`src/verilog/btio_regs.vh`:
```
// Functional notes
// - Non-branching instruction advances program counter by its byte length.
// - Relative branch target is next instruction address plus 8-bit displacement.
// - Displacement is signed; bit 7 sign-extends, reach -128 to +127.
// - Short jump and all conditional branches use relative target.
// - 16-bit immediate call and jump load the full immediate address.
// - Short-page call target lies within 0800H to 0FFFH.
// - Vectored table call uses opcode bits 1-5 to pick entry at 40H-7FH.
// - Register-pair jump copies accumulator pair into program counter.
// - Multiply takes accumulator byte as multiplicand, product into accumulator pair.
// - Word divide reads dividend from and writes quotient to accumulator pair.
// - Both decimal adjusts operate on the accumulator byte.
// - Digit rotates use the accumulator byte as digit holder.
// - Multiply is 8 by 8 bits with 16-bit product in accumulator pair.
`ifndef BTIO_REGS_VH
`define BTIO_REGS_VH

// Branch mode codes.
`define BTIO_MODE_SEQ 3'h0
`define BTIO_MODE_REL 3'h1
`define BTIO_MODE_ABS16 3'h2
`define BTIO_MODE_SHORT 3'h3
`define BTIO_MODE_TABLE 3'h4
`define BTIO_MODE_REGJMP 3'h5

// Implied operand instruction codes.
`define BTIO_OP_NONE 3'h0
`define BTIO_OP_MUL 3'h1
`define BTIO_OP_DIV 3'h2
`define BTIO_OP_ADJ_ADD 3'h3
`define BTIO_OP_ADJ_SUB 3'h4
`define BTIO_OP_ROT_LEFT 3'h5
`define BTIO_OP_ROT_RIGHT 3'h6

// Address windows.
`define BTIO_SHORT_PAGE_BASE 16'h0800
`define BTIO_TABLE_BASE 16'h0040
`define BTIO_PC_RESET 16'h0000

// Register select codes for the general register file.
`define BTIO_SEL_NONE 2'h0
`define BTIO_SEL_ACC_BYTE 2'h1
`define BTIO_SEL_ACC_PAIR 2'h2

`endif

```
`src/verilog/btio_core.v`:
```
`timescale 1ns/1ps
`include "btio_regs.vh"

module btio_core (
    // Clock and reset.
    input wire clk_in,
    input wire rst_n_in,
    // Instruction step from the fetch path.
    input wire step_in,
    input wire [2:0] mode_in,
    input wire [1:0] length_in,
    input wire take_branch_in,
    input wire [7:0] opcode_in,
    input wire [7:0] signed_branch_displacement_in,
    input wire [15:0] immediate_in,
    // Vectored table word read from program memory.
    input wire [15:0] table_word_in,
    // Implied operand request.
    input wire [2:0] implied_op_in,
    input wire [15:0] accumulator_pair_in,
    input wire [7:0] second_operand_in,
    // Program counter and table fetch address.
    output reg [15:0] pc_out,
    output wire [15:0] table_addr_out,
    // Implied operand selection and results.
    output reg [1:0] src_sel_out,
    output reg [1:0] dst_sel_out,
    output reg [15:0] product_out,
    output reg [15:0] quotient_out,
    output reg [7:0] remainder_out
);

    reg [15:0] pc_q;
    reg [15:0] pc_d;
    reg [15:0] product_q;
    reg [15:0] quotient_q;
    reg [7:0] remainder_q;
    wire [16:0] next_seq_sum;
    wire [15:0] next_seq;
    wire [15:0] disp_ext;
    wire [16:0] rel_sum;
    wire [15:0] rel_target;
    wire [15:0] short_target;
    wire [15:0] table_offset;
    wire [15:0] mul_partial [0:8];
    wire [15:0] mul_result;
    wire [8:0] divisor_wide;
    wire [7:0] div_rem [0:16];
    wire [15:0] div_quotient;
    wire [7:0] div_remainder;
    wire divisor_zero;

    // The displacement byte fills the low half and its sign bit fills every upper bit.
    assign disp_ext[7:0] = signed_branch_displacement_in;
    genvar ext_idx;
    generate
        for (ext_idx = 8; ext_idx < 16; ext_idx = ext_idx + 1) begin : g_sign_ext
            assign disp_ext[ext_idx] = signed_branch_displacement_in[7];
        end
    endgenerate

    // The next instruction starts one byte after each byte fetched.
    assign next_seq_sum = {1'b0, pc_q} + {15'h0000, length_in};
    assign next_seq = next_seq_sum[15:0];

    // The sums are a bit wider than the address so that dropping the carry is deliberate:
    // a branch past either end of the space lands at the far end.
    assign rel_sum = {1'b0, next_seq} + {1'b0, disp_ext};
    assign rel_target = rel_sum[15:0];

    // Only the low eleven bits come from the instruction; the base fixes the 2 KB window.
    assign short_target = `BTIO_SHORT_PAGE_BASE |
        {5'h00, immediate_in[10:0]};

    // Shift and add: one adder per multiplier bit keeps the product a plain adder chain.
    assign mul_partial[0] = 16'h0000;
    genvar mul_idx;
    generate
        for (mul_idx = 0; mul_idx < 8; mul_idx = mul_idx + 1) begin : g_mul_stage
            wire [15:0] addend;
            assign addend = second_operand_in[mul_idx] ?
                ({8'h00, accumulator_pair_in[7:0]} << mul_idx) : 16'h0000;
            assign mul_partial[mul_idx + 1] = mul_partial[mul_idx] + addend;
        end
    endgenerate
    assign mul_result = mul_partial[8];

    // Restoring division from the top dividend bit down. Each stage leaves a remainder
    // below the divisor, so eight bits carry it to the next stage.
    // A zero divisor needs no special stage; it is caught where the result is stored.
    assign divisor_wide = {1'b0, second_operand_in};
    assign div_rem[0] = 8'h00;
    genvar div_idx;
    generate
        for (div_idx = 0; div_idx < 16; div_idx = div_idx + 1) begin : g_div_stage
            wire [8:0] trial;
            wire [8:0] diff;
            wire fits;
            assign trial = {div_rem[div_idx], accumulator_pair_in[15 - div_idx]};
            assign diff = trial - divisor_wide;
            assign fits = (trial >= divisor_wide);
            assign div_quotient[15 - div_idx] = fits;
            assign div_rem[div_idx + 1] = fits ? diff[7:0] : trial[7:0];
        end
    endgenerate
    assign div_remainder = div_rem[16];
    assign divisor_zero = (second_operand_in == 8'h00);

    // Entries are two bytes each, so opcode bits 1 to 5 give an even offset.
    assign table_offset = {10'h000, opcode_in[5:1], 1'b0};
    assign table_addr_out = `BTIO_TABLE_BASE | table_offset;

    always @* begin
        pc_d = pc_q;
        if (step_in) begin
            case (mode_in)
                `BTIO_MODE_SEQ: begin
                    pc_d = next_seq;
                end
                `BTIO_MODE_REL: begin
                    // Not-taken conditionals fall through to the next instruction.
                    if (take_branch_in) begin
                        pc_d = rel_target;
                    end else begin
                        pc_d = next_seq;
                    end
                end
                `BTIO_MODE_ABS16: begin
                    pc_d = immediate_in;
                end
                `BTIO_MODE_SHORT: begin
                    pc_d = short_target;
                end
                `BTIO_MODE_TABLE: begin
                    pc_d = table_word_in;
                end
                `BTIO_MODE_REGJMP: begin
                    pc_d = accumulator_pair_in;
                end
                default: begin
                    // Unused mode codes advance like a plain instruction instead of stalling.
                    pc_d = next_seq;
                end
            endcase
        end
    end

    always @(posedge clk_in or negedge rst_n_in) begin
        if (!rst_n_in) begin
            pc_q <= `BTIO_PC_RESET;
        end else begin
            pc_q <= pc_d;
        end
    end

    // The counter is shown straight from its register, so it never glitches.
    always @* begin
        pc_out = pc_q;
    end

    // Implied operand routing; results are registered so they are stable for writeback.
    always @* begin
        src_sel_out = `BTIO_SEL_NONE;
        dst_sel_out = `BTIO_SEL_NONE;
        case (implied_op_in)
            `BTIO_OP_MUL: begin
                src_sel_out = `BTIO_SEL_ACC_BYTE;
                dst_sel_out = `BTIO_SEL_ACC_PAIR;
            end
            `BTIO_OP_DIV: begin
                src_sel_out = `BTIO_SEL_ACC_PAIR;
                dst_sel_out = `BTIO_SEL_ACC_PAIR;
            end
            `BTIO_OP_ADJ_ADD, `BTIO_OP_ADJ_SUB: begin
                src_sel_out = `BTIO_SEL_ACC_BYTE;
                dst_sel_out = `BTIO_SEL_ACC_BYTE;
            end
            `BTIO_OP_ROT_LEFT, `BTIO_OP_ROT_RIGHT: begin
                src_sel_out = `BTIO_SEL_ACC_BYTE;
                dst_sel_out = `BTIO_SEL_ACC_BYTE;
            end
            default: begin
                src_sel_out = `BTIO_SEL_NONE;
            end
        endcase
    end

    // Each result register loads only on its own operation, so both can be read later.
    always @(posedge clk_in or negedge rst_n_in) begin
        if (!rst_n_in) begin
            product_q <= 16'h0000;
        end else if (implied_op_in == `BTIO_OP_MUL) begin
            product_q <= mul_result;
        end
    end

    // A zero divisor yields an all-ones quotient and the dividend low byte as remainder,
    // stated outright so that software never depends on what the stage chain happens to do.
    always @(posedge clk_in or negedge rst_n_in) begin
        if (!rst_n_in) begin
            quotient_q <= 16'h0000;
            remainder_q <= 8'h00;
        end else if (implied_op_in == `BTIO_OP_DIV) begin
            if (divisor_zero) begin
                quotient_q <= 16'hFFFF;
                remainder_q <= accumulator_pair_in[7:0];
            end else begin
                quotient_q <= div_quotient;
                remainder_q <= div_remainder;
            end
        end
    end

    // Results hold until the same operation runs again, so writeback may come late.
    always @* begin
        product_out = product_q;
        quotient_out = quotient_q;
        remainder_out = remainder_q;
    end

endmodule // btio_core

```
`config.mk`:
```
export PLATFORM = sky130hd
export DESIGN_NAME = btio_core
export DESIGN_NICKNAME = d
export VERILOG_FILES = /design/src/verilog/btio_core.v
export VERILOG_INCLUDE_DIRS = /design/src /design/src/verilog
export SDC_FILE = /design/constraint.sdc
export NUM_CORES = 1
export LEC_CHECK = 0
export ABC_AREA = 1
export BUFFER_PORTS_ARGS = -buffer_cell sky130_fd_sc_hd__buf_2
export CAP_MARGIN = 20
export CORE_UTILIZATION = 30
export DETAILED_ROUTE_END_ITERATION = 8
export RECOVER_POWER = 100
export SYNTH_ARGS = -nofsm -noshare
export SYNTH_HDL_FRONTEND = slang
export SYNTH_SLANG_ARGS = --single-unit
```
`constraint.sdc`:
```
create_clock -name clk_in -period 6.4 [get_ports clk_in]
set_input_delay 0.96 -clock clk_in [delete_from_list [all_inputs] [get_ports clk_in]]
set_output_delay 0.96 -clock clk_in [all_outputs]
set_load 0.02 [all_outputs]
```
Yosys cells after proc, flatten, opt, wreduce, memory -nomap -nowiden
Cells that the tools add are included.
{ "totals": {"ff_bits": 56, "output_inout_bits": 76, "word_cells": 90} }
{ "classes": {"addsub": 25, "magnitude_cmp": 16, "n_eq_ne": 11, "n_mux": 30, "reduce_logical": 4} }
{ "op_table": {"columns": ["op", "n"], "rows": [
  ["$mux 8", 18],
  ["$ge 9x8->1", 15],
  ["$sub 8x8->8", 15],
  ["$pmux 16 s5", 1],
  ["$mux 16", 2],
  ["$add 15x15->16", 1],
  ["$add 16x16->16", 1],
  ["$add 16x2->16", 1],
  ["$add 14x14->15", 1],
  ["$eq 3x3->1 const B", 5],
  ["$mux 15", 1],
  ["$add 13x13->14", 1],
  ["$mux 14", 1],
  ["$add 12x12->13", 1],
  ["$mux 13", 1],
  ["$add 11x11->12", 1],
  ["$eq 3x2->1 const B", 4],
  ["$mux 12", 1],
  ["$add 10x10->11", 1],
  ["$mux 11", 1],
  ["$add 8x9->10", 1],
  ["$mux 10", 1],
  ["$mux 9", 1],
  ["$ge 1x8->1", 1],
  ["other kinds (7)", 9]
]} }

Logic depth before layout (Yosys ltp)
Gate-level depths: netlist of run 1.
{ "logic_depth": {"ltp_word": 33, "ltp_mapped": 227} }

Worst setup path after synthesis of run 1
Ideal clock, no wire load.
{ "synth_path": {"path_type": "input to register", "start": "input port second_operand_in[1]", "end": "register remainder_q[2] (netlist: remainder_out[2])", "setup_time_ns": 0.063, "t_arrival_ns": 29.641, "setup_slack_ns": -23.304, "path_stages": 214, "path_buffers": 12, "path_cell_list": "clkbuf_1 -> inv_1 -> ha_1 -> nand2_4 -> nand2_2 -> nand2_2 -> inv_1 -> nand3b_1 -> inv_1 -> ha_1 -> nand2_1 -> inv_1 -> a21oi_1 -> nand2_1 -> nand2_2 -> nand2_2 -> o21ai_0 -> ha_1 -> [... 178 more ...] -> o21ai_2 -> ha_1 -> a21oi_1 -> nand2_1 -> a21oi_1 -> inv_1 -> a21oi_1 -> nor2_1 -> o21a_1 -> nor2_1 -> inv_1 -> a211oi_1 -> nand2_1 -> nor2_2 -> nand3_1 -> nand3_1 -> nand2_1 -> inv_1"} }
{ "synth_via": {"elab_chain_len": 33, "elab_cells_between_ends": 50, "cone_classes": "16 x add/sub; 16 x order compare; 17 x mux; 1 x reduce/logical"} }
{ "synth_lines": {"columns": ["item", "line_no", "rtl"], "rows": [
  ["start, declared", "btio_core.v:21", "input wire [7:0] second_operand_in,"],
  ["$sub 1x8->8 or $ge 1x8->1 (tied branches)", "btio_core.v:100, btio_core.v:101", null],
  ["$mux 8", "btio_core.v:103", "assign div_rem[div_idx + 1] = fits ? diff[7:0] : trial[7:0];"],
  ["$sub 8x8->8 or $ge 9x8->1 (tied branches)", "btio_core.v:100, btio_core.v:101", null],
  ["$mux 8", "btio_core.v:103", null],
  ["$sub 8x8->8 or $ge 9x8->1 (tied branches)", "btio_core.v:100, btio_core.v:101", null],
  ["$mux 8", "btio_core.v:103", null],
  ["$sub 8x8->8 or $ge 9x8->1 (tied branches)", "btio_core.v:100, btio_core.v:101", null],
  ["$mux 8", "btio_core.v:103", null],
  ["[... 17 more ...]", null, null],
  ["$mux 8", "btio_core.v:103", null],
  ["$sub 8x8->8 or $ge 9x8->1 (tied branches)", "btio_core.v:100, btio_core.v:101", null],
  ["$mux 8", "btio_core.v:103", null],
  ["$ge 9x8->1 or $sub 8x8->8 (tied branches)", "btio_core.v:101, btio_core.v:100", null],
  ["$mux 8", "btio_core.v:103", null],
  ["$sub 8x8->8 or $ge 9x8->1 (tied branches)", "btio_core.v:100, btio_core.v:101", null],
  ["$mux 8", "btio_core.v:103", null],
  ["$mux 8 *", "btio_core.v:204", "if (divisor_zero) begin"],
  ["end signal, assigned", "btio_core.v:206", "remainder_q <= accumulator_pair_in[7:0];"],
  ["end signal, assigned", "btio_core.v:209", "remainder_q <= div_remainder;"],
  ["end, declared", "btio_core.v:37", "reg [7:0] remainder_q;"]
]} }
Mark *: on every way between the ends. The rest lies on a longest branch, timed or not.
A chain may end at the register's enable or synchronous reset.

Worst setup path after layout of run 1
{ "layout_path": {"start": "input port second_operand_in[0]", "end": "register remainder_q[1] (netlist: remainder_out[1])"} }
{ "layout_via": {"elab_chain_len": 33, "elab_cells_between_ends": 50, "cone_classes": "16 x add/sub; 16 x order compare; 17 x mux; 1 x reduce/logical"} }
{ "layout_lines": {"columns": ["item", "line_no"], "rows": [
  ["$sub 1x8->8 or $ge 1x8->1 (tied branches)", "btio_core.v:100, btio_core.v:101"],
  ["$mux 8", "btio_core.v:103"],
  ["$sub 8x8->8 or $ge 9x8->1 (tied branches)", "btio_core.v:100, btio_core.v:101"],
  ["$mux 8", "btio_core.v:103"],
  ["$sub 8x8->8 or $ge 9x8->1 (tied branches)", "btio_core.v:100, btio_core.v:101"],
  ["$mux 8", "btio_core.v:103"],
  ["$sub 8x8->8 or $ge 9x8->1 (tied branches)", "btio_core.v:100, btio_core.v:101"],
  ["$mux 8", "btio_core.v:103"],
  ["[... 17 more ...]", null],
  ["$mux 8", "btio_core.v:103"],
  ["$sub 8x8->8 or $ge 9x8->1 (tied branches)", "btio_core.v:100, btio_core.v:101"],
  ["$mux 8", "btio_core.v:103"],
  ["$ge 9x8->1 or $sub 8x8->8 (tied branches)", "btio_core.v:101, btio_core.v:100"],
  ["$mux 8", "btio_core.v:103"],
  ["$sub 8x8->8 or $ge 9x8->1 (tied branches)", "btio_core.v:100, btio_core.v:101"],
  ["$mux 8", "btio_core.v:103"],
  ["$mux 8 *", "btio_core.v:204"]
]} }
Marks and branches as above.

==> results by group, run 1 <==
Timing
  • Clk_skew: 0.00346 ns
  • Final period util: 411%
  • RSZ-0062 raised after global routing: true
  • Max Transition Viols Final: 57
  • Final Hold Vio Count: 0
  • Max-slew headroom: -155%
  • Slew @ Worst Pin: 3.82 ns
  • Minimum clock period: 26.31 ns
  • Final WS setup: -19.91 ns
  • Final setup fails: 20
  • Highest Clock Rate: 38.0 MHz

Floorplanning
  • Die height: 208 um
  • # rows: 75
  • Top Ports: 160
  • Die ar.: 43,300 um2
  • Initial Util: 30.4%
  • Core area: 41,900 um2
  • Die width: 208 um

Clock tree
  • CTS tree: built
  • Maximum clock insertion buffer count: 2
  • CTS root buffer: clkbuf_16
  • Reg clk slew, reported paths: 0.10 ns
  • TritonCTS buffer count: 5
  • Htree depth: 2
  • Post-CTS Hold Buffers: 0
  • CTS Sinks: 56
  • Clock latency on the worst-skew pair: 0.34 ns

Placement
  • HPWL after detailed placement: 35,400 um
  • GPL Wtd Cong: 0.958
  • DP Area: 17,300 um2
  • PortBufs: 135

Route
  • Pre-antenna DRT Iters: 7
  • Final WL: 51,300 um
  • Antenna Nets Post-Route: 0
  • DRT iter0 DRCs: 1,008
  • # DRC: 0
  • Avg WL per Cell: 16.0 um
  • Vias per inst: 4.88
  • Total number of vias: 15,675

Global route
  • First-pass GRT wire length: 79,900 um
  • Antenna violations before repair: 2
  • Vias in the first global route: 15,937
  • GRT Util Overall: 22.9%
  • Pin count of the biggest net entering global routing: 57
  • Aggregate global routing overflow: 0

Critical path
  • Crit Path Max Fanout: 7
  • CP Launch Type: input port
  • RR Endpoint: pc_out[15]
  • Worst R2R Start: pc_out[0]
  • Crit path buffers/inverters: 47
  • Slowest stage delay, CP: 0.35 ns
  • CP endpoint: remainder_out[1]
  • WP depth: 202
  • CP max stage cell: fa_2
  • CP Capture Type: flip-flop
  • Arrival time at the worst endpoint: 26.60 ns
  • R2R setup slack: 1.71 ns
  • Worst setup path start: second_operand_in[0]
  • Crit Path Class: in -> reg
  • Most frequent CP cell: a21oi_2
  • Crit path max-delay family: compound AO/OA/AOI/OAI gates
  • Required @ worst endpoint: 6.69 ns
  • R2R cell count: 31

Yosys
  • Synthesized area: 12,800 um2
  • Asr flop ratio synth: 100%
  • Number of synthesized flops with an enable pin: 0
  • Commonest register cell after synthesis: dfrtp_1
  • Ranking of synthesized cells by area: ha_1 (17%), nand2_1 (12%), dfrtp_1 (11%)
  • Post-synth top area share: 17.5%
  • Synth warnings: 0
  • Yosys top cell by area: ha_1
  • Syn Inst Count: 1,907
  • Avg Synthesized Cell Area: 6.69 um2
  • Sequential share of the synthesized area: 11.0%
  • Cell variety after synth: 52
  • Synth Register Bits: 56

Worst hold path
  • Min-Delay Path Class: reg -> reg
  • Hold path depth: 2

Cells and area
  • Fin nets: 2,990
  • Share of cells above drive strength 1: 42.6%
  • Finished Cell Area: 20,800 um2
  • Antenna diodes: 0
  • Layout fillers: 3,851
  • Area occupied by multi-input gates: 11,400 um2
  • Most common cell after layout, fill and taps aside: buf_4
  • Area Overhead vs Synth: 63.3%
  • Most frequent cells in the layout: buf_4 (644), inv_1 (333), nand2_1 (333)
  • FF+latch area: 1400 um2

Outcome
  • Status: complete, but fails checks
  • Failing checks: capacitance limit, slew limit, setup timing

Run
  • Number of max-cap violations: 1
[how the worst min path moves through the flow]
stage                     from              end  slack [ns]
2_1_floorplan   product_out[1]   product_out[1]        0.59
3_3_place_gp    product_out[1]   product_out[1]        0.46
3_5_place_dp    product_out[1]   product_out[1]        0.46
4_1_cts         product_out[1]   product_out[1]        0.48
5_1_grt        product_out[13]  product_out[13]        0.50
6_report        product_out[1]   product_out[1]        0.49
[what timing repair did]
item | in CTS | in global routing
resized for setup | 223 | 103
pin swaps | 136 | 104
endpoints found under the setup margin | 20 | 20
cloned | 3 | 0
buffers inserted | 240 | 34
[Yosys cell counts (4+ instances only)]
master,n
nand3_4,7
nor3_1,20
fa_1,55
o21ai_2,6
o21ai_1,20
dfrtp_1,56
nor2_2,7
o211ai_1,8
o21ai_0,101
xnor2_1,24
nand2_4,6
nand3b_1,5
o21a_1,12
nor2_1,148
a211oi_1,8
nand3_2,10
nand4_1,19
nand2_1,391
nand3_1,64
a221oi_1,12
inv_1,372
or2_2,10
inv_2,10
o22ai_1,12
o21bai_1,16
o31ai_1,6
buf_4,17
nor4_1,4
xor2_1,78
buf_6,13
o221ai_1,7
clkbuf_1,23
ha_1,178
nand2_2,31
a21oi_1,121
[cells by family after synthesis]
group | after synthesis | synth area share (%)
AND/OR/NAND/NOR | 732 | 26.1
buffers and inverters | 442 | 14.3
AO/OA/AOI/OAI | 340 | 15.5
adder cells (fa/ha/maj) | 233 | 26.1
XOR/XNOR | 102 | 7.00
flip-flops | 56 | 11.0
other | 2 | 0.0589
[sequential cells by signal (all words and copies together), names as in the netlist]
name	count
remainder_out	8
pc_out	16
product_out	16
quotient_out	16
[tightest hold or removal path: stages (launching register included)]
cell and delay, ns:
dfrtp_1 0.35, nand2_1 0.05, nand2_1 0.05
[cell type report]
| class | instances | area share, % |
|---|---|---|
| sequential | 56 | 6.73 |
| clock buffer | 5 | 0.601 |
| timing repair buffer | 803 | 27.5 |
| multi-input combinational | 1421 | 54.7 |
| tap | 539 | 3.24 |
| clock inverter | 3 | 0.120 |
| inverter | 386 | 7.16 |
[through the flow]
step           cells  setup WS [ns]  utilization, %  setup TNS (ns)  hold WS (ns)
6_report        3213         -19.91            49.7         -278.64         0.485
2_1_floorplan   1916         -20.12               -         -283.86         0.591
5_1_grt         3213         -21.50            49.7         -302.72         0.504
3_3_place_gp    2930         -19.81            41.1         -281.22         0.463
3_5_place_dp    2930         -20.61            41.1         -293.90         0.462
4_1_cts         3180         -18.47            48.2         -256.51         0.485
[layer usage]
metal  vias up  global-route usage, %  share of wire (%)  wire length [um]
met5         -                      0              0.025                13
li1       7614                      -                  -                 -
met1      7406                   28.4                 43             22000
met2       504                   39.8                 48             24500
met4         2                   9.48                4.1              2130
met3       149                   3.02                5.1              2610
Power of run 1 is left out: the tool's default activity adds up to more than one toggle a clock period on the data nets, which glitch-free logic cannot reach.
==> run 2: changes to the inputs <==
ABC_AREA = default   (was 1)
==> run 2 against run 1 <==
The run still ends with capacitance limit, slew limit, setup timing left. Via count down 1.8%. Highest routed layer is now met4. Clock-buffer cell count unchanged. Wire length up 1.9%. First-iteration DRC count down 13%. Synthesized cell count down 13%. Synthesized area up 0.92%. Critical path depth down 13.
==> results by group, run 2 <==
Cells and area
  • Fin nets: 2,697 (-9.8%)
  • Antenna diodes: 0 (unchanged)
  • Fin cells: 2,920 (-9.1%)
  • Finished Cell Area: 20,400 um2 (-2.2%)
  • Layout fillers: 3,896 (+1.2%)
  • Share of cells above drive strength 1: 40.9% (-1.7 points)
  • FF+latch area: 1400 um2 (unchanged)
  • Area Overhead vs Synth: 58.3%
  • Area occupied by multi-input gates: 12,000 um2 (+5.3%)
  • Most frequent cells in the layout: buf_4 (583), nand2_1 (162), ha_1 (149)
  • Most common cell after layout, fill and taps aside: buf_4

Placement
  • HPWL after detailed placement: 38,300 um (+8.2%)
  • PortBufs: 135 (unchanged)
  • Placed cells: 2,747 (-6.2%)
  • DP Area: 17,800 um2 (+3.2%)
  • GPL Wtd Cong: 0.906 (-5.4%)

Critical path
  • WP depth: 189 (-6.4%)
  • CP Launch Type: input port
  • Worst setup path start: second_operand_in[4]
  • Most frequent CP cell: a21o_1
  • CP Capture Type: flip-flop
  • RR Endpoint: pc_out[15]
  • Slowest stage delay, CP: 0.44 ns (+0.09 ns)
  • Worst R2R Start: pc_out[0]
  • Crit Path Class: in -> reg
  • CP max stage cell: a311o_2
  • Crit Path Max Fanout: 7 (unchanged)
  • Crit path buffers/inverters: 16 (-66%)
  • Crit path max-delay family: compound AO/OA/AOI/OAI gates
  • Required @ worst endpoint: 6.64 ns (-0.05 ns)
  • Arrival time at the worst endpoint: 31.62 ns (+5.02 ns)
  • R2R cell count: 23 (-26%)
  • R2R setup slack: 1.76 ns (+0.05 ns)
  • CP endpoint: remainder_out[0]

Timing
  • RSZ-0062 raised after global routing: true
  • Highest Clock Rate: 31.9 MHz (-16%)
  • Final period util: 490% (+79 points)
  • Slew @ Worst Pin: 3.71 ns (-0.110 ns)
  • Max-slew headroom: -147% (+7.3 points)
  • Setup TNS Final: -359.19 ns (-80.55 ns)
  • Minimum clock period: 31.38 ns (+5.07 ns)
  • Final setup fails: 20 (unchanged)
  • Final WS setup: -24.98 ns (-5.07 ns)
  • Worst hold slack: 0.481 ns (-0.00477 ns)
  • Final Hold Vio Count: 0 (unchanged)
  • Clk_skew: 0.0108 ns (+0.00733 ns)
  • Max Transition Viols Final: 57 (unchanged)

Yosys
  • Cell variety after synth: 88 (+69%)
  • Post-synth top area share: 17.3% (-0.16 points)
  • Synth warnings: 0 (unchanged)
  • Synthesized area: 12,900 um2 (+0.92%)
  • Sequential share of the synthesized area: 10.9% (-0.10 points)
  • Number of synthesized flops with an enable pin: 0 (unchanged)
  • Yosys top cell by area: ha_1
  • XOR/XNOR Fraction of Synth Area: 7.76% (+0.75 points)
  • Post-synthesis mux area share: 5.69% (+5.7 points)
  • Synth Area in Adders: 25.9% (-0.24 points)
  • Asr flop ratio synth: 100% (unchanged)
  • Syn Inst Count: 1,656 (-13%)
  • Largest family of logic cells by synthesized area: adder cells
  • Most frequent cell after synthesis: ha_1
  • Synth Register Bits: 56 (unchanged)
  • Top cells by count, synth: ha_1 (178), nand2_1 (168), inv_1 (141)
  • Compound-Gate Fraction of Synth Area: 24.2% (+8.8 points)
  • Commonest register cell after synthesis: dfrtp_1
  • Ranking of synthesized cells by area: ha_1 (17%), dfrtp_1 (11%), fa_1 (8.6%)
  • Simple logic cell fraction of the synthesized area: 18.9% (-7.2 points)
  • Avg Synthesized Cell Area: 7.77 um2 (+16%)

Clock tree
  • Post-CTS Hold Buffers: 0 (unchanged)
  • Clock latency on the worst-skew pair: 0.33 ns (about the same)
  • CTS root buffer: clkbuf_16
  • CTS tree: built
  • CTS Sinks: 56 (unchanged)
  • Reg clk slew, reported paths: 0.10 ns (about the same)
  • Htree depth: 2 (unchanged)
  • Maximum clock insertion buffer count: 2 (unchanged)
  • TritonCTS buffer count: 5 (unchanged)

Route
  • Pre-antenna DRT Iters: 6 (-1)
  • Total number of vias: 15,398 (-1.8%)
  • Final WL: 52,200 um (+1.9%)
  • Antenna Nets Post-Route: 0 (unchanged)
  • # DRC: 0 (unchanged)
  • Vias per inst: 5.27 (+8.1%)
  • DRT iter0 DRCs: 877 (-13%)
  • Avg WL per Cell: 17.9 um (+12%)

Outcome
  • Status: complete, but fails checks
  • Failing checks: capacitance limit, slew limit, setup timing

Floorplanning
  • Die height: 209 um (+0.45%)
  • Initial Util: 30.6% (+0.14 points)
  • Die width: 209 um (+0.45%)
  • Core area: 42,100 um2 (+0.45%)
  • Top Ports: 160 (unchanged)
  • Die ar.: 43,700 um2 (+0.91%)
  • # rows: 75 (unchanged)

Worst hold path
  • Min-Delay Path Class: reg -> reg

Global route
  • Aggregate global routing overflow: 0 (unchanged)
  • GRT Util Overall: 22.8% (-0.082 points)
  • First-pass GRT wire length: 79,300 um (-0.69%)
  • Antenna violations before repair: 0 (-2)
  • Vias in the first global route: 15,412 (-3.3%)
  • Pin count of the biggest net entering global routing: 57 (unchanged)

Run
  • Number of max-cap violations: 1 (unchanged)
-- run 2: metrics by stage --
step	utilization (%)	setup slack (ns)
2_1_floorplan	-	-26.50
3_3_place_gp	42.3	-24.97
3_5_place_dp	42.3	-25.89
4_1_cts	45.9	-24.20
5_1_grt	48.4	-26.64
6_report	48.4	-24.98
-- run 2: logic make-up after synthesis --
family | after synthesis
xor+xnor | 114
mux | 68
compound gates | 470
flops | 56
other cells | 2
simple gates | 512
buf+inv | 201
fa+ha+maj | 233
-- run 2: final cells by class --
cell class / instances / share of cell area [%]
Multi-Input combinational cell: 1408 / 58.8
Tap cell: 539 / 3.31
Sequential cell: 56 / 6.88
Timing Repair Buffer: 767 / 27.4
Clock buffer: 5 / 0.614
Inverter: 142 / 2.72
Clock inverter: 3 / 0.227
-- run 2: how the worst min path moves through the flow --
stage / startpoint / endpoint / slack, ns / cells after the start
after detailed placement: product_out[4] / product_out[4] / 0.46 / 2
after CTS: product_out[4] / product_out[4] / 0.49 / 2
after global placement: product_out[0] / product_out[0] / 0.46 / 2
after floorplan: product_out[1] / product_out[1] / 0.59 / 2
final: product_out[0] / product_out[0] / 0.48 / 2
after global routing: product_out[11] / product_out[11] / 0.52 / 2
-- run 2: worst reg2reg max path, stage by stage, from the launching register on --
cell      delay, ns
dfrtp_1        0.42
ha_1           0.22
fa_1           0.45
xor2_1         0.19
ha_1           0.33
a21oi_1        0.21
o21ai_0        0.11
a21oi_1        0.23
o21bai_1       0.10
a21oi_1        0.24
o21bai_1       0.10
a21oi_1        0.24
o21bai_1       0.10
a21oi_1        0.24
o21bai_1       0.10
a21oi_1        0.24
o21bai_1       0.09
a21oi_1        0.19
xnor2_1        0.18
nand2_1        0.08
nor2_1         0.11
nor2_1         0.05
o211ai_1       0.19
o21ai_0        0.12
-- run 2: what timing repair did --
| item | CTS | global route |
|---|---|---|
| setup endpoints to repair | 21 | 21 |
| resized for setup | 119 | 136 |
| buffers inserted | 105 | 62 |
| cloned | 1 | 0 |
| pin swaps | 82 | 78 |
-- run 2: routing by layer --
layer	track usage, %	share of wire, %	vias up	wire length (um)
met2	39.7	49	528	25500
met4	10.5	4.2	0	2170
li1	-	-	7292	-
met1	27.8	42	7439	22000
met3	2.98	4.9	139	2570
met5	0	0	-	0
Power of run 2 is left out for the same reason.
==> run 3: changes to the inputs <==
CORE_UTILIZATION = 45   (was 30)
RECOVER_POWER = 25   (was 100)
==> run 3 against run 2 <==
Register-to-register slack improved by 0.02 ns. Critical endpoint is now remainder_out[6]. Clock skew decreased by 0.0028 ns. Flip-flop and latch count unchanged. Via count increased by 0.66%. Global-route usage increased by 12 points. Critical path depth increased by 1. The run still ends with capacitance limit, slew limit, setup timing left. Final area about the same. Core utilization increased by 25 points.
==> results by group, run 3 (synthesized netlist as in run 2, its figures left out) <==
Clock tree
  • Post-CTS Hold Buffers: 0 (unchanged)
  • TritonCTS buffer count: 5 (unchanged)
  • Htree depth: 2 (unchanged)
  • CTS root buffer: clkbuf_16
  • Clock latency on the worst-skew pair: 0.33 ns (about the same)
  • Reg clk slew, reported paths: 0.09 ns (about the same)
  • Maximum clock insertion buffer count: 2 (unchanged)
  • CTS Sinks: 56 (unchanged)
  • CTS tree: built

Critical path
  • Most frequent CP cell: a21o_1
  • CP Capture Type: flip-flop
  • Crit Path Max Fanout: 5 (-2)
  • Crit path max-delay family: compound AO/OA/AOI/OAI gates
  • CP max stage cell: a311o_2
  • Crit path buffers/inverters: 22 (+6)
  • Crit Path Class: in -> reg
  • R2R cell count: 23 (unchanged)
  • Slowest stage delay, CP: 0.43 ns (about the same)
  • Arrival time at the worst endpoint: 32.12 ns (+0.50 ns)
  • CP Launch Type: input port
  • Required @ worst endpoint: 6.60 ns (-0.04 ns)
  • WP depth: 190 (+0.53%)

Timing
  • Slew @ Worst Pin: 3.42 ns (-0.291 ns)
  • Final Hold Vio Count: 0 (unchanged)
  • Final period util: 499% (+8.4 points)
  • Clk_skew: 0.00799 ns (-0.00280 ns)
  • Highest Clock Rate: 31.3 MHz (-1.7%)
  • Max Transition Viols Final: 57 (unchanged)
  • Max-slew headroom: -128% (+19 points)
  • Minimum clock period: 31.92 ns (+0.539 ns)
  • Final setup fails: 20 (unchanged)
  • Final WS setup: -25.52 ns (-0.539 ns)
  • RSZ-0062 raised after global routing: true

Floorplanning
  • Core area: 27,900 um2 (-34%)
  • Die width: 171 um (-18%)
  • Initial Util: 46.1% (+16 points)
  • # rows: 61 (-19%)
  • Die height: 171 um (-18%)
  • Top Ports: 160 (unchanged)
  • Die ar.: 29,300 um2 (-33%)

Global route
  • Vias in the first global route: 15,170 (-1.6%)
  • First-pass GRT wire length: 78,700 um (-0.80%)
  • Antenna violations before repair: 2 (+2)
  • GRT Util Overall: 34.4% (+12 points)
  • Aggregate global routing overflow: 0 (unchanged)
  • Pin count of the biggest net entering global routing: 57 (unchanged)

Cells and area
  • Most frequent cells in the layout: buf_4 (628), nand2_1 (160), ha_1 (146)
  • Final core occ: 73.0% (+25 points)
  • Share of cells above drive strength 1: 44.4% (+3.4 points)
  • Most common cell after layout, fill and taps aside: buf_4
  • Area Overhead vs Synth: 58.4% (about the same)
  • Fin nets: 2,731 (+1.3%)

Route
  • Total number of vias: 15,500 (+0.66%)
  • Avg WL per Cell: 18.8 um (+5.2%)
  • # DRC: 0 (unchanged)
  • Vias per inst: 5.55 (+5.2%)
  • Final WL: 52,600 um (+0.69%)
  • Pre-antenna DRT Iters: 5 (-1)
  • DRT iter0 DRCs: 1,117 (+27%)
  • Antenna Nets Post-Route: 0 (unchanged)

Run
  • Number of max-cap violations: 1 (unchanged)

Outcome
  • Status: complete, but fails checks
  • Failing checks: capacitance limit, slew limit, setup timing

Placement
  • GPL Wtd Cong: 0.979 (+8.1%)
  • PortBufs: 135 (unchanged)
  • HPWL after detailed placement: 37,600 um (-1.6%)

Worst hold path
  • Min-Delay Path Class: reg -> reg
  • Hold path depth: 2 (unchanged)
==> run 3: cell types whose count changed in the layout (fill, tap and decap cells not counted), moves of 4 or more <==
| cell | before | now |
|---|---|---|
| buf_6 | 45 | 34 |
| o21ai_2 | 23 | 17 |
| inv_1 | 129 | 125 |
| o21ai_1 | 10 | 16 |
| nor2_1 | 127 | 123 |
| clkbuf_1 | 57 | 1 |
| inv_2 | 6 | 10 |
| nor3_1 | 17 | 21 |
| buf_4 | 583 | 628 |
| buf_2 | 76 | 133 |
==> run 3: final timing paths <==
path | from | end | slack, ns
setup / recovery | accumulator_pair_in[15] | remainder_out[6] | -25.52
hold / removal | product_out[0] | product_out[0] | 0.48
setup reg to reg | pc_out[0] | pc_out[15] | 1.78
hold reg to reg | product_out[0] | product_out[0] | 0.48
max in group asynchronous | rst_n_in | quotient_out[8] | 2.59
min in group asynchronous | rst_n_in | pc_out[1] | 1.88
==> run 3: layout make-up <==
| type | count | area (um2) |
|---|---|---|
| sequential | 56 | 1400 |
| fill | 2200 | 7540 |
| inverter | 142 | 552 |
| antenna | 1 | 2.50 |
| timing repair buffer | 801 | 5850 |
| multi-input combinational | 1408 | 12000 |
| clock inverter | 3 | 28.8 |
| tap | 378 | 473 |
| clock buffer | 5 | 125 |
==> run 3: tightest hold or removal path, stage by stage (launching register included) <==
cell,delay [ns]
dfrtp_1,0.34
nand2_1,0.05
nand2_1,0.06
==> run 3: stage by stage <==
stage	worst slack [ns]	instance area (um2)	hold slack, ns	std cells	setup TNS, ns
floorplan	-26.50	13300	0.589	1665	-380.75
global placement	-24.98	17700	0.454	2597	-359.72
detailed placement	-25.91	17700	0.462	2597	-374.50
CTS	-24.33	19400	0.485	2741	-345.45
global route	-26.85	20400	0.519	2794	-385.28
finish	-25.52	20400	0.483	2794	-365.64
==> run 3: what timing repair did <==
action | 4_1_cts | 5_1_grt
pin swaps | 123 | 113
endpoints found under the setup margin | 21 | 21
gates resized for setup | 105 | 139
cloned | 1 | 1
buffers inserted | 135 | 58
==> run 3: routing by layer <==
layer  up-vias  routed length [um]  share of wire [%]  GRT usage (%)
met4         2                2220                4.2           12.1
met1      7375               22000                 42           44.2
met2       588               25100                 48           59.0
met3       174                3240                6.2           4.05
met5         -                  13              0.025              0
li1       7361                   -                  -              -
Power of run 3 is left out for the same reason.
